$ cat src/ptc_cfg.svh
// constants for the paper tape command and status block
`ifndef PTC_CFG_SVH
`define PTC_CFG_SVH

// status byte bit positions
`define PTC_ST_LATE      0
`define PTC_ST_NOMOTION  3
`define PTC_ST_BUSY      4
`define PTC_ST_MORE      5
`define PTC_ST_EOM       6
`define PTC_ST_ABSENT    7

// command byte bit positions
`define PTC_CB_DISABLE   0
`define PTC_CB_ENABLE    1
`define PTC_CB_STOP      2
`define PTC_CB_RUN       3
`define PTC_CB_SINGLE_STEP_COMMAND      4
`define PTC_CB_SLEW      5
`define PTC_CB_WRITE     6
`define PTC_CB_READ      7

// synchronised pin vector positions
`define PTC_PIN_CMD_N    0
`define PTC_PIN_DREQ     1
`define PTC_PIN_INIT_N   2
`define PTC_PIN_RSTRB    3
`define PTC_PIN_RLOAD    4
`define PTC_PIN_RACOFF   5
`define PTC_PIN_PLOCAL   6
`define PTC_PIN_PLOW     7
`define PTC_PIN_PPWROK   8
`define PTC_PIN_PDONE    9
`define PTC_PIN_DAVAIL   10
`define PTC_PIN_COUNT    11
`define PTC_PIN_IDLE     11'h005

// reset values
`define PTC_STATUS_RST   8'h00

// timing
`define PTC_CLK_PERIOD_NS 20
`define PTC_WARMUP_MS     1000
`define PTC_WARMUP_CYC    ((`PTC_WARMUP_MS * 1000000) / `PTC_CLK_PERIOD_NS)

`endif

$ cat src/ptc_pkg.sv
// types for the paper tape command and status block
package ptc_pkg;
    typedef logic [7:0] ptc_byte_t;
    typedef enum logic {
        PTC_MODE_READ,
        PTC_MODE_WRITE
    } ptc_mode_t;
endpackage : ptc_pkg

$ cat src/ptc_cmd_status.sv
// paper tape reader/punch command decode and status reporting
// Functional notes
// - status bit 0 late-unload, 3 no-motion, 4 busy, 5 more-status, 7 device-absent
// - command bits 0..7 disable enable stop run single_step_command slew write read, combinable
// - reader mode: device-absent when reader in load mode or ac power off
// - punch mode: device-absent when punch local or low tape sensed
// - reader busy drops on character strobe, rises on host data request
// - punch busy sets on host character load until strobed to punch
// - busy held about one second after punch power applied
// - no-motion set when tape-run and feed flip-flops both clear
// - after stop, no-motion shows once tape halts on next character
// - write mode forces late-unload, no-motion, more-status to zero
// - slew mode: character arriving before previous requested sets late-unload
// - incremental mode restarts tape only on unloading data request
// - end-of-media status bit is never driven
// - command flip-flops load only when strobe coincides with selected state
// - read command clears write-select; write sets write-select, power, attention
// - tape moves while run set; slew picks continuous or single step
// - gated command with bit 1 sets interrupt permit
// - bit 0 clears permit unless bit 1 also set; attention still saved but not presented
// - attention saved on reader char, write entry, punch done; shown if permitted
// - initialize line clears all flip-flops except device-transmit, which sets
// - any mode command clears buffer-full and, unless the same byte sets them, permit, run, slew; sets transmit; read clears attention
`timescale 1ns/1ps
`include "ptc_cfg.svh"

module ptc_cmd_status
    import ptc_pkg::*;
#(
    parameter int WARMUP_CYC = `PTC_WARMUP_CYC
) (
    // clock and reset
    input  wire logic       i_core_clk,
    input  wire logic       i_resetn,
    // host bus
    input  wire logic [7:0] i_host_out_lines,
    input  wire logic       i_command_strobe_n,
    input  wire logic       i_selected,
    input  wire logic       i_data_request_line,
    input  wire logic       i_data_avail_line,
    input  wire logic       i_init_line_n,
    input  wire logic       i_attn_ack,
    // reader side
    input  wire logic       i_reader_strobe,
    input  wire logic       i_reader_load_mode,
    input  wire logic       i_reader_ac_off,
    // punch side
    input  wire logic       i_punch_local,
    input  wire logic       i_punch_low_tape,
    input  wire logic       i_punch_power_ok,
    input  wire logic       i_punch_done,
    // status and attention
    output logic [7:0]      o_status_byte,
    output logic            o_attention,
    // controls to mechanisms
    output logic            o_tape_run_ff,
    output logic            o_feed_ff,
    output logic            o_continuous_feed_select,
    output logic            o_write_select_ff,
    output logic            o_punch_power_ff,
    output logic            o_irq_permit_ff,
    output logic            o_device_transmit_ff
);

    localparam int CW = $clog2(WARMUP_CYC + 1);

    // two-stage synchroniser plus history for edges
    logic [`PTC_PIN_COUNT-1:0] pin_raw;
    logic [`PTC_PIN_COUNT-1:0] pin_meta_reg;
    logic [`PTC_PIN_COUNT-1:0] pin_sync_reg;
    logic [`PTC_PIN_COUNT-1:0] pin_prev_reg;
    ptc_byte_t                 lines_meta_reg;
    ptc_byte_t                 lines_sync_reg;

    function automatic logic rise(input logic prev, input logic cur);
        return cur & ~prev;
    endfunction : rise

    function automatic ptc_mode_t mode_of(input logic wsel);
        return wsel ? PTC_MODE_WRITE : PTC_MODE_READ;
    endfunction : mode_of

    assign pin_raw = {i_data_avail_line, i_punch_done, i_punch_power_ok, i_punch_low_tape,
                      i_punch_local, i_reader_ac_off, i_reader_load_mode, i_reader_strobe,
                      i_init_line_n, i_data_request_line, i_command_strobe_n};

    always_ff @(posedge i_core_clk) begin
        if (!i_resetn) begin
            pin_meta_reg   <= `PTC_PIN_IDLE;
            pin_sync_reg   <= `PTC_PIN_IDLE;
            pin_prev_reg   <= `PTC_PIN_IDLE;
            lines_meta_reg <= 8'h00;
            lines_sync_reg <= 8'h00;
        end else begin
            pin_meta_reg   <= pin_raw;
            pin_sync_reg   <= pin_meta_reg;
            pin_prev_reg   <= pin_sync_reg;
            lines_meta_reg <= i_host_out_lines;
            lines_sync_reg <= lines_meta_reg;
        end
    end

    // decoded events
    logic      init;
    logic      cmd_gate;
    logic      dreq_ev;
    logic      rstrb_ev;
    logic      pdone_ev;
    logic      davail_ev;
    logic      wmode;
    ptc_byte_t cb;
    logic      mode_cmd;
    logic      write_cmd;
    logic      warm_done;
    logic      warm_end_ev;
    logic      clear_all;

    assign init      = ~pin_sync_reg[`PTC_PIN_INIT_N];
    assign clear_all = ~i_resetn | init;
    assign cmd_gate  = rise(pin_sync_reg[`PTC_PIN_CMD_N], pin_prev_reg[`PTC_PIN_CMD_N])
                       & i_selected;
    assign dreq_ev   = rise(pin_prev_reg[`PTC_PIN_DREQ], pin_sync_reg[`PTC_PIN_DREQ]);
    assign rstrb_ev  = rise(pin_prev_reg[`PTC_PIN_RSTRB], pin_sync_reg[`PTC_PIN_RSTRB]);
    assign pdone_ev  = rise(pin_prev_reg[`PTC_PIN_PDONE], pin_sync_reg[`PTC_PIN_PDONE]);
    assign davail_ev = rise(pin_prev_reg[`PTC_PIN_DAVAIL], pin_sync_reg[`PTC_PIN_DAVAIL]);
    assign wmode     = (mode_of(o_write_select_ff) == PTC_MODE_WRITE);
    assign cb        = lines_sync_reg;
    assign write_cmd = cmd_gate & cb[`PTC_CB_WRITE];
    assign mode_cmd  = cmd_gate & (cb[`PTC_CB_WRITE] | cb[`PTC_CB_READ]);

    // mode select and punch power
    always_ff @(posedge i_core_clk) begin
        if (clear_all) begin
            o_write_select_ff <= 1'b0;
            o_punch_power_ff  <= 1'b0;
        end else if (cmd_gate) begin
            if (cb[`PTC_CB_WRITE]) begin
                o_write_select_ff <= 1'b1;
                o_punch_power_ff  <= 1'b1;
            end else if (cb[`PTC_CB_READ]) begin
                o_write_select_ff <= 1'b0;
                o_punch_power_ff  <= 1'b0;
            end else if (o_write_select_ff && cb[`PTC_CB_STOP]) begin
                o_punch_power_ff  <= 1'b0;
            end else if (o_write_select_ff && cb[`PTC_CB_RUN]) begin
                o_punch_power_ff  <= 1'b1;
            end
        end
    end

    // interrupt permit
    always_ff @(posedge i_core_clk) begin
        if (clear_all) begin
            o_irq_permit_ff <= 1'b0;
        end else if (cmd_gate && cb[`PTC_CB_ENABLE]) begin
            o_irq_permit_ff <= 1'b1;
        end else if (cmd_gate && (cb[`PTC_CB_DISABLE] || mode_cmd)) begin
            o_irq_permit_ff <= 1'b0;
        end
    end

    // tape run, reader side only, and slew select, set in either mode
    always_ff @(posedge i_core_clk) begin
        if (clear_all) begin
            o_tape_run_ff            <= 1'b0;
            o_continuous_feed_select <= 1'b0;
        end else if (cmd_gate) begin
            if (cb[`PTC_CB_SLEW]) begin
                o_continuous_feed_select <= 1'b1;
            end else if (cb[`PTC_CB_SINGLE_STEP_COMMAND] || mode_cmd) begin
                o_continuous_feed_select <= 1'b0;
            end
            if (cb[`PTC_CB_RUN] && !write_cmd && !(wmode && !cb[`PTC_CB_READ])) begin
                o_tape_run_ff <= 1'b1;
            end else if (cb[`PTC_CB_STOP] || mode_cmd) begin
                o_tape_run_ff <= 1'b0;
            end
        end
    end

    // feed flip-flop: slew keeps feeding, step stops on each character
    logic run_start;
    assign run_start = cmd_gate & cb[`PTC_CB_RUN] & ~wmode & ~write_cmd;

    always_ff @(posedge i_core_clk) begin
        if (clear_all || wmode) begin
            o_feed_ff <= 1'b0;
        end else if (run_start) begin
            o_feed_ff <= 1'b1;
        end else if (dreq_ev && o_tape_run_ff && !o_continuous_feed_select) begin
            o_feed_ff <= 1'b1;
        end else if (o_tape_run_ff && o_continuous_feed_select) begin
            o_feed_ff <= 1'b1;
        end else if (rstrb_ev) begin
            o_feed_ff <= 1'b0;
        end
    end

    // device transmit: low while an unrequested character is held
    always_ff @(posedge i_core_clk) begin
        if (clear_all) begin
            o_device_transmit_ff <= 1'b1;
        end else if (mode_cmd) begin
            o_device_transmit_ff <= 1'b1;
        end else if (!wmode && rstrb_ev) begin
            o_device_transmit_ff <= 1'b0;
        end else if (!wmode && dreq_ev) begin
            o_device_transmit_ff <= 1'b1;
        end
    end

    // late unload: new character before the last was taken, slew mode
    logic late_reg;

    always_ff @(posedge i_core_clk) begin
        if (clear_all || mode_cmd) begin
            late_reg <= 1'b0;
        end else if (!wmode && rstrb_ev && !o_device_transmit_ff
                     && o_continuous_feed_select) begin
            late_reg <= 1'b1;
        end
    end

    // punch buffer full
    logic buf_full_reg;

    always_ff @(posedge i_core_clk) begin
        if (clear_all || mode_cmd) begin
            buf_full_reg <= 1'b0;
        end else if (wmode && davail_ev && !buf_full_reg) begin
            buf_full_reg <= 1'b1;
        end else if (pdone_ev) begin
            buf_full_reg <= 1'b0;
        end
    end

    // punch warm-up timer, recycled whenever power drops
    logic [CW-1:0] warm_cnt_reg;

    assign warm_done   = (warm_cnt_reg == CW'(WARMUP_CYC));
    assign warm_end_ev = (warm_cnt_reg == CW'(WARMUP_CYC - 1));

    always_ff @(posedge i_core_clk) begin
        if (clear_all || !o_punch_power_ff || !pin_sync_reg[`PTC_PIN_PPWROK]) begin
            warm_cnt_reg <= '0;
        end else if (!warm_done) begin
            warm_cnt_reg <= warm_cnt_reg + CW'(1);
        end
    end

    // attention: set wins over mode-command and acknowledge clears, reset and initialize win over set
    logic attn_reg;
    logic attn_set;

    assign attn_set = (!wmode && rstrb_ev) || write_cmd
                      || (wmode && pdone_ev && buf_full_reg)
                      || (o_punch_power_ff && warm_end_ev);

    always_ff @(posedge i_core_clk) begin
        if (clear_all) begin
            attn_reg <= 1'b0;
        end else if (attn_set) begin
            attn_reg <= 1'b1;
        end else if (mode_cmd || i_attn_ack) begin
            attn_reg <= 1'b0;
        end
    end

    always_ff @(posedge i_core_clk) begin
        if (clear_all) begin
            o_attention <= 1'b0;
        end else begin
            o_attention <= attn_reg & o_irq_permit_ff;
        end
    end

    // status byte assembly
    logic      absent;
    logic      busy;
    logic      nomotion;
    ptc_byte_t status_next;

    always_comb begin
        status_next = 8'h00;
        if (wmode) begin
            absent = pin_sync_reg[`PTC_PIN_PLOCAL] | pin_sync_reg[`PTC_PIN_PLOW];
            busy   = buf_full_reg | (o_punch_power_ff & ~warm_done);
            nomotion = 1'b0;
        end else begin
            absent = pin_sync_reg[`PTC_PIN_RLOAD] | pin_sync_reg[`PTC_PIN_RACOFF];
            busy   = o_device_transmit_ff;
            nomotion = ~o_tape_run_ff & ~o_feed_ff;
        end
        status_next[`PTC_ST_LATE]     = late_reg & ~wmode;
        status_next[`PTC_ST_NOMOTION] = nomotion;
        status_next[`PTC_ST_BUSY]     = busy;
        status_next[`PTC_ST_MORE]     = ~wmode & (late_reg | nomotion);
        status_next[`PTC_ST_ABSENT]   = absent;
    end

    always_ff @(posedge i_core_clk) begin
        if (!i_resetn) begin
            o_status_byte <= `PTC_STATUS_RST;
        end else begin
            o_status_byte <= status_next;
        end
    end
endmodule : ptc_cmd_status

$ cat config.mk
export PLATFORM = sky130hd
export DESIGN_NAME = ptc_cmd_status
export DESIGN_NICKNAME = d
export VERILOG_FILES = /design/src/ptc_pkg.sv /design/src/ptc_cmd_status.sv
export VERILOG_INCLUDE_DIRS = /design/src
export SDC_FILE = /design/constraint.sdc
export NUM_CORES = 1
export LEC_CHECK = 0
export BUFFER_PORTS_ARGS = -buffer_cell sky130_fd_sc_hd__buf_2
export CAP_MARGIN = 20
export CORE_UTILIZATION = 51
export CTS_BUF_LIST = sky130_fd_sc_hd__clkbuf_8 sky130_fd_sc_hd__clkbuf_16
export DETAILED_ROUTE_END_ITERATION = 8
export PLACE_DENSITY_LB_ADDON = 0.05
export SLEW_MARGIN = 20
export SYNTH_ARGS = -nofsm -noshare
export SYNTH_HDL_FRONTEND = slang
export SYNTH_SLANG_ARGS = --single-unit
$ cat constraint.sdc
create_clock -name i_core_clk -period 1.8 [get_ports i_core_clk]
set_input_delay 0.54 -clock i_core_clk [delete_from_list [all_inputs] [get_ports i_core_clk]]
set_output_delay 0.54 -clock i_core_clk [all_outputs]
set_load 0.05 [all_outputs]
* Word-level counts from Yosys, hierarchy flattened *
Index checks and enable logic that the tools add are counted.

word-level totals
  register bits after elaboration = 94
  input port bits = 23
  output and inout bits = 16
  word-level logic and storage cells = 135

cells by class
  add/subtract/negate cells = 1
  equal/unequal tests = 2
  multiplexer cells = 26
  bitwise operators = 34
  reduce and logical (&&, ||, !) cells = 53

operator list
  cell                                                             count
  26-bit == test, second input constant                            2
  26-bit by 1-bit adder with 26-bit output, second input constant  1
  1-bit 2-to-1 mux                                                 26
  1-bit logical AND                                                19
  1-bit bitwise AND                                                16
  2-bit nonzero test                                               7
  1-bit NOT                                                        12
  1-bit logical OR                                                 11
  1-bit zero test                                                  9
  2-bit AND reduction                                              4
  4-bit nonzero test                                               2
  1-bit OR                                                         6
  2-bit OR reduction                                               1

* Logic depth before layout (Yosys ltp) *
Gate-level depths: netlist of the first run.

  depth after elaboration = 9
  mapped depth = 6
  depth with buffers taken out = 5

* Worst setup path after synthesis of the first run *
No wires, ideal clock.

  path kind = register to register
  start point = register warm_cnt_reg[0]
  end point = register warm_cnt_reg[22]
  library setup time = 135 ps
  arrival = 1,672 ps
  required time = 1,665 ps
  slack = -7 ps
  stages on the path, launching flop included = 7
  buffers on the path = 1
  clock period less this slack = 1,807 ps
  cell sequence = dfxtp_1 -> ha_1 -> nand2_1 -> or4_4 -> buf_6 -> o311ai_0 -> o41ai_1

between the ends
  word-level cells in the longest chain between the ends = 1
  elaborated cells on any way between the ends = 2
  those cells by class = add/sub (1); eq/ne (1)

ends and longest elaborated chain
  what                                                                               line                                          RTL
  start: declaration                                                                 ptc_cmd_status.sv:238                         logic [CW-1:0] warm_cnt_reg;
  start signal: assignment                                                           ptc_cmd_status.sv:247                         warm_cnt_reg <= warm_cnt_reg + CW'(1);
  26-bit by 1-bit adder with 26-bit output / 26-bit == test (equally long branches)  ptc_cmd_status.sv:247, ptc_cmd_status.sv:240

Several ways; a longest one is shown, not always the timed one.
A chain may end at the register's enable or synchronous reset.

* Worst setup path in the final report of the first run *
  start point = register warm_cnt_reg[8]
  end point = register o_status_byte[4]

between the ends
  word-level cells in the longest chain between the ends = 5

ends and longest elaborated chain
  what                    line                   RTL
  26-bit == test          ptc_cmd_status.sv:240  assign warm_done = (warm_cnt_reg == CW'(WARMUP_CYC));
  1-bit NOT               ptc_cmd_status.sv:287  busy = buf_full_reg | (o_punch_power_ff & ~warm_done);
  1-bit bitwise AND       ptc_cmd_status.sv:287
  1-bit OR                ptc_cmd_status.sv:287
  1-bit 2-to-1 mux        ptc_cmd_status.sv:285  if (wmode) begin
  end signal: assignment  ptc_cmd_status.sv:303  o_status_byte <= `PTC_STATUS_RST;
  end signal: assignment  ptc_cmd_status.sv:305  o_status_byte <= status_next;
  end: declaration        ptc_cmd_status.sv:53   output logic [7:0] o_status_byte,

No other way between the ends.

==> results of run 1 <==
-- logic make-up after synthesis --
kind of cell / count (synthesis) / synth area share (%)
xor gates and xnor gates: 8 / 2.19
muxes: 3 / 0.940
other: 1 / 0.117
DFF: 85 / 53.2
adders and majority gates: 2 / 0.783
AOI/OAI and AO/OA: 51 / 10.4
buffers and inverters: 29 / 4.07
and+or+nand+nor: 157 / 28.2
-- layout by cell type (no fill, tap or decap), drive strengths merged, types with 2 or more instances in the layout --
master  count
a21oi      17
a31oi       4
a32o        3
and2       42
and3        4
and4        5
buf        55
bufinv      2
clkbuf     11
conb        3
dfxtp      85
ha          2
inv        13
mux2i       3
nand2      22
nand2b      9
nand3      10
nand4      10
nor2       19
nor2b       3
nor3        6
nor4        5
nor4b       3
o21ai       9
o311ai      2
o31ai       8
or2         5
or3         6
or4         7
xnor2       5
xor2        3
-- stage by stage --
step / area [um2] / setup WS, ns / hold slack, ns / util, % / std cells
floorplan: 3210 / 0.0413 / 0.386 / - / 338
global placement: 3550 / 0.0624 / 0.388 / 59.3 / 451
detailed placement: 3550 / 0.0289 / 0.396 / 59.3 / 451
CTS: 3780 / 0.00416 / 0.359 / 63.2 / 466
global route: 3810 / 0.0160 / 0.358 / 63.7 / 467
finish: 3810 / 0.0467 / 0.371 / 63.7 / 467
-- report_power, final --
part	internal, mW	switching (mW)	total, mW
Sequential	1.93	0.0157	1.94
Combinational	0.0585	0.0831	0.142
Clock	0.862	0.657	1.52
-- worst min path at each step --
stage	slack (ns)	end	cells after the start	from
2_1_floorplan	0.39	pin_sync_reg[0]	1	pin_meta_reg[0]
3_3_place_gp	0.39	pin_sync_reg[2]	1	pin_meta_reg[2]
3_5_place_dp	0.40	pin_sync_reg[0]	1	pin_meta_reg[0]
4_1_cts	0.36	pin_meta_reg[2]	2	i_init_line_n
5_1_grt	0.36	pin_meta_reg[0]	2	i_command_strobe_n
6_report	0.37	pin_meta_reg[2]	2	i_init_line_n
-- routing by layer --
layer,up-vias,share of wire (%)
met3,6,3.8
met4,0,0.95
met5,-,0
met1,1141,44
li1,1271,-
met2,60,51
-- area by class of cell --
cell class                      instances  area, um2  share of cell area, %
Sequential cell                        85       1700                   44.7
Multi-Input combinational cell        225       1400                   36.7
Timing Repair Buffer                   55        338                   8.86
Clock buffer                           11        151                   3.97
Tap cell                               75       93.8                   2.46
Clock inverter                          4       80.1                   2.10
Inverter                               12       45.0                   1.18
-- timing repair --
| item | CTS | global route |
|---|---|---|
| endpoints found under the hold margin | 0 | 0 |
| hold buffers | 0 | 0 |
| endpoints found under the setup margin | 0 | 8 |
| resized for setup | 0 | 10 |
-- worst max-delay path, delay by kind of cell, from the launching register on --
family / cells / cell delay, ns
AOI/OAI and AO/OA: 2 / 0.50
and+or+nand+nor: 2 / 0.76
DFF: 1 / 0.37
==> reports/metrics.cfg, run 1 <==
[setup_path]
criticalPathCategory = reg -> reg
r2r_slack_ns = 0.05
cp_slowest_cell = nor4b_1
critPathArrivalTime_ns = 1.97
required_ns = 2.02
r2r_cells = 4
cp_cell_sequence = nor4b_1, nand4_1, o31ai_1, a31oi_1
worst_setup_path_start_kind = flip-flop
critPathCaptureType = flip-flop
critPathMaxStageDelay_ns = 0.45
r2r-start = warm_cnt_reg[8]
reg2reg_to = o_status_byte[4]
endpoint = o_status_byte[4]
cp-startpoint = warm_cnt_reg[8]
crit_fanout = 5

[power_and_ir_drop]
cellLeakagePower_nw = 1.46
power.density_mw_per_mm2 = 945
ir_drop_mv = 0.706
total_power_mw = 3.61

[grt]
met1_usage_pct = 24.9
grt_pass1_vias = 2166
overflow = 0
grt_util_met2_pct = 34.4
grt_max_degree = 31
gr-max-usage-layer = met2
grt_pass1_wl_mm = 9.95
gr-usage-met3_pct = 5.51
grtUsageTotal_pct = 20.3
grt_antenna_before_repair = 0

[clock_tree]
clk_path_buf_depth = 2
clk_pin_slew_worst_paths_ns = 0.08
cts_tree = done
clock_latency_ns = 0.34
root_buffer = clkbuf_8
clock-sinks = 85
htree_levels = 3
numCtsBuffers = 9
cts_setup_buffers = 0

[synthesis]
async_flop_share_pct = 0
synth_ff_type = dfxtp_1
syn_area_mm2 = 0.00320
synth_seq_area_share_pct = 53.2
ys.warnings.count = 0
netlist_top_cells_area = dfxtp_1, and2_1, a21oi_1
synthDistinctLibCells = 46
synth_common_cells = dfxtp_1, and2_1, nand2_1, nor2_1, a21oi_1
synth_cells = 336
synth_top_area_share_pct = 53.2
synth.most_common_cell = dfxtp_1
synth_enable_flop_cells = 0
ys_ff_latch = 85
syn_avg_cell_area_um2 = 9.51
synth_largest_area_cell = dfxtp_1

[sta]
grt_setup_unrepaired = false
fin_crit_sh_pct = 97.4
hold_viol = 0
fin_crit_ns = 1.75
setup_violations = 0
tns_ns = 0
skew_ns = 0.00508
slew_violations = 0
fmax_ghz = 0.570

[final_layout]
nets = 413
final_layout_size_suffix_gt1_share_pct = 22.2
largest_reg_flops = 26
area_growth_pct = 19.3
nFillCells = 513
antenna_cells = 0

[floorplan]
die-area_mm2 = 0.00659
fp.coreArea_mm2 = 0.00599
start_util_pct = 53.3
rows = 28
fp.dieH_um = 81.2
io_pins = 39
die_x_um = 81.2

[drt]
ant_nets = 0
drtPass1Iterations = 4
via_count = 2478
wl_mm = 6.24
wl_per_cell_um = 13.4
drt_iter0_markers = 118
via_per_inst = 5.31
post-route-drc-count = 0

[job]
cap_violations = 0

[placed_design]
gp_congestion = 0.838
io_buffers = 35
hpwl_mm = 4.35

[hold_path]
hp-class = in -> reg

[status]
status = completed

Note: power is estimated with default switching activity, not from simulation.
==> run 2, diff against run 1 <==
- CORE_MARGIN: not set -> 1.5
- MAX_ROUTING_LAYER: not set -> met4
==> run 2 against run 1 <==
Against the previous run: final area rose by 1.2%; flip-flop and latch count did not move; count of clock-buffer cells in the layout fell by 2; register-to-register slack improved by 0.03 ns; power rose by 6.4%; setup slack improved by 0.031 ns; clock power rose by 15%; routed wire length fell by 1.8%; sequential share of layout area fell by 0.49 points; global-route usage fell by 0.55 points; core utilization rose by 0.75 points.
==> reports/metrics.cfg, run 2 (synthesis results as in run 1) <==
[drt]
via_per_inst = 5.18  ; was 5.31
wl_per_cell_um = 13.0  ; was 13.4 um
drt_iter0_markers = 104  ; was 118
wl_mm = 6.13  ; was 6.24 mm
via_count = 2435  ; was 2478
drtPass1Iterations = 4  ; unchanged
ant_nets = 0  ; unchanged
post-route-drc-count = 0  ; unchanged

[hold_path]
hp-start = i_init_line_n  ; unchanged
hold_depth = 2  ; unchanged
holdPathEnd = pin_meta_reg[2]  ; unchanged
hp-class = in -> reg  ; unchanged

[power_and_ir_drop]
power.density_mw_per_mm2 = 994  ; was 945 mW/mm2
ir_drop_mv = 0.732  ; was 0.706 mV
comb_power_share_pct = 3.6  ; was 3.9%
cellLeakagePower_nw = 1.49  ; was 1.46 nW
p_sw_share_pct = 20.2  ; was 21.0%
switching_power_mw = 0.775  ; was 0.756 mW
p_clk_share_pct = 45.7  ; was 42.1%
p_seq_share_pct = 50.7  ; was 53.9%
p_int_mw = 3.06  ; was 2.85 mW
total_power_mw = 3.84  ; was 3.61 mW

[status]
status = completed  ; unchanged

[grt]
grt_pass1_vias = 2202  ; was 2166
grt_max_degree = 33  ; was 31
grtUsageTotal_pct = 19.8  ; was 20.3%
grt_antenna_before_repair = 0  ; unchanged
grt_pass1_wl_mm = 9.75  ; was 9.95 mm
overflow = 0  ; unchanged

[sta]
tns_ns = 0  ; unchanged
grt_setup_unrepaired = true  ; was false
worst_slack_ns = 0.0782  ; was 0.0467 ns
fin_crit_ns = 1.72  ; was 1.75 ns
skew_ns = 0.00886  ; was 0.00508 ns
slew_violations = 0  ; unchanged
hold_ws_ns = 0.389  ; was 0.371 ns
setup_violations = 0  ; unchanged
fmax_ghz = 0.581  ; was 0.570 GHz
fin_crit_sh_pct = 95.7  ; was 97.4%
hold_viol = 0  ; unchanged

[floorplan]
die_x_um = 82.2  ; was 81.2 um
io_pins = 39  ; unchanged
rows = 28  ; unchanged
fp.coreArea_mm2 = 0.00599  ; unchanged
die-area_mm2 = 0.00675  ; was 0.00659 mm2
fp.dieH_um = 82.2  ; was 81.2 um
start_util_pct = 53.3  ; unchanged

[final_layout]
largest_reg_flops = 26  ; unchanged
antenna_cells = 0  ; unchanged
nFillCells = 488  ; was 513
area_growth_pct = 20.8  ; was 19.3%
nets = 415  ; was 413
final_layout_size_suffix_gt1_share_pct = 22.3  ; was 22.2%
final_cell_mix = dfxtp_1, and2_1, buf_2, nand2_1, buf_4  ; was dfxtp_1, and2_1, buf_2, nand2_1
final_core_util_pct = 64.4  ; was 63.7%
final_common_cell = dfxtp_1  ; unchanged

[clock_tree]
clk_path_buf_depth = 2  ; unchanged
htree_levels = 3  ; unchanged
clk_pin_slew_worst_paths_ns = 0.09  ; was 0.08 ns
clock_latency_ns = 0.34  ; about the same
root_buffer = clkbuf_8  ; unchanged
cts_tree = done  ; unchanged
ctsHoldBuffers = 0  ; unchanged
clock-sinks = 85  ; unchanged
numCtsBuffers = 9  ; unchanged

[setup_path]
r2r_slack_ns = 0.08  ; was 0.05 ns
r2r-start = warm_cnt_reg[1]  ; was warm_cnt_reg[8]
critPathCaptureType = flip-flop  ; unchanged
critPathArrivalTime_ns = 2.00  ; was 1.97 ns
worst_setup_path_start_kind = flip-flop  ; unchanged
crit_fanout = 6  ; was 5
required_ns = 2.07  ; was 2.02 ns
reg2reg_to = warm_cnt_reg[14]  ; was o_status_byte[4]
criticalPathCategory = reg -> reg  ; unchanged
r2r_cells = 7  ; was 4

[placed_design]
io_buffers = 35  ; unchanged
hpwl_mm = 4.29  ; was 4.35 mm
gp_congestion = 0.912  ; was 0.838
dp_slack_ns = -0.0403  ; was 0.0289 ns

[job]
cap_violations = 0  ; unchanged

run 2: final cells by class:
| cell class | count | area [um2] | share of cell area, % |
|---|---|---|---|
| Clock inverter | 7 | 145 | 3.76 |
| Multi-Input combinational cell | 224 | 1380 | 35.8 |
| Tap cell | 75 | 93.8 | 2.43 |
| Timing Repair Buffer | 58 | 364 | 9.44 |
| Inverter | 12 | 45.0 | 1.17 |
| Clock buffer | 9 | 124 | 3.21 |
| Sequential cell | 85 | 1710 | 44.2 |
run 2: metal layers:
metal  vias to the layer above  part of all wire, %  track usage (%)
li1                       1275                    -                -
met1                      1097                   45             22.3
met2                        54                   51             34.3
met3                         9                  3.4             3.74
met4                         0                  1.5             8.31
met5                         -                    0                -
run 2: worst max-delay path by stage:
stage | startpoint | to | slack [ns] | cells past startpoint
finish | warm_cnt_reg[1] | warm_cnt_reg[14] | 0.08 | 7
CTS | warm_cnt_reg[0] | warm_cnt_reg[16] | 0.002 | 7
detailed placement | warm_cnt_reg[1] | warm_cnt_reg[16] | -0.04 | 5
global placement | warm_cnt_reg[1] | warm_cnt_reg[16] | 0.03 | 5
global route | warm_cnt_reg[8] | warm_cnt_reg[2] | -0.008 | 4
floorplan | warm_cnt_reg[0] | warm_cnt_reg[18] | 0.04 | 6
run 2: critical path, cell delays in order, from the launching register on:
cell and delay (ns):
dfxtp_2 0.35, ha_2 0.17, nand2_1 0.07, or4_4 0.53, buf_6 0.15, buf_4 0.13
nand2b_1 0.13, a21oi_1 0.14
run 2: power by group through the flow:
| stage | clock network [mW] | registers [mW] | logic (mW) |
|---|---|---|---|
| after global routing | 1.87 | 1.95 | 0.154 |
| after CTS | 1.79 | 1.95 | 0.140 |
| after floorplan | 0 | 2.01 | 0.0773 |
| final | 1.75 | 1.95 | 0.139 |
| after detailed placement | 0 | 1.99 | 0.140 |
| after global placement | 0 | 1.99 | 0.138 |
run 2: metrics by stage:
step	area, um2	std cells
CTS	3840	469
finish	3860	470
floorplan	3210	338
detailed placement	3540	450
global placement	3540	450
global route	3860	470
run 2: what timing repair did:
item / 4_1_cts / 5_1_grt
buffers inserted: 3 / 1
gates resized for setup: 4 / 5
endpoints found under the setup margin: 1 / 5
pin swaps: 1 / 1
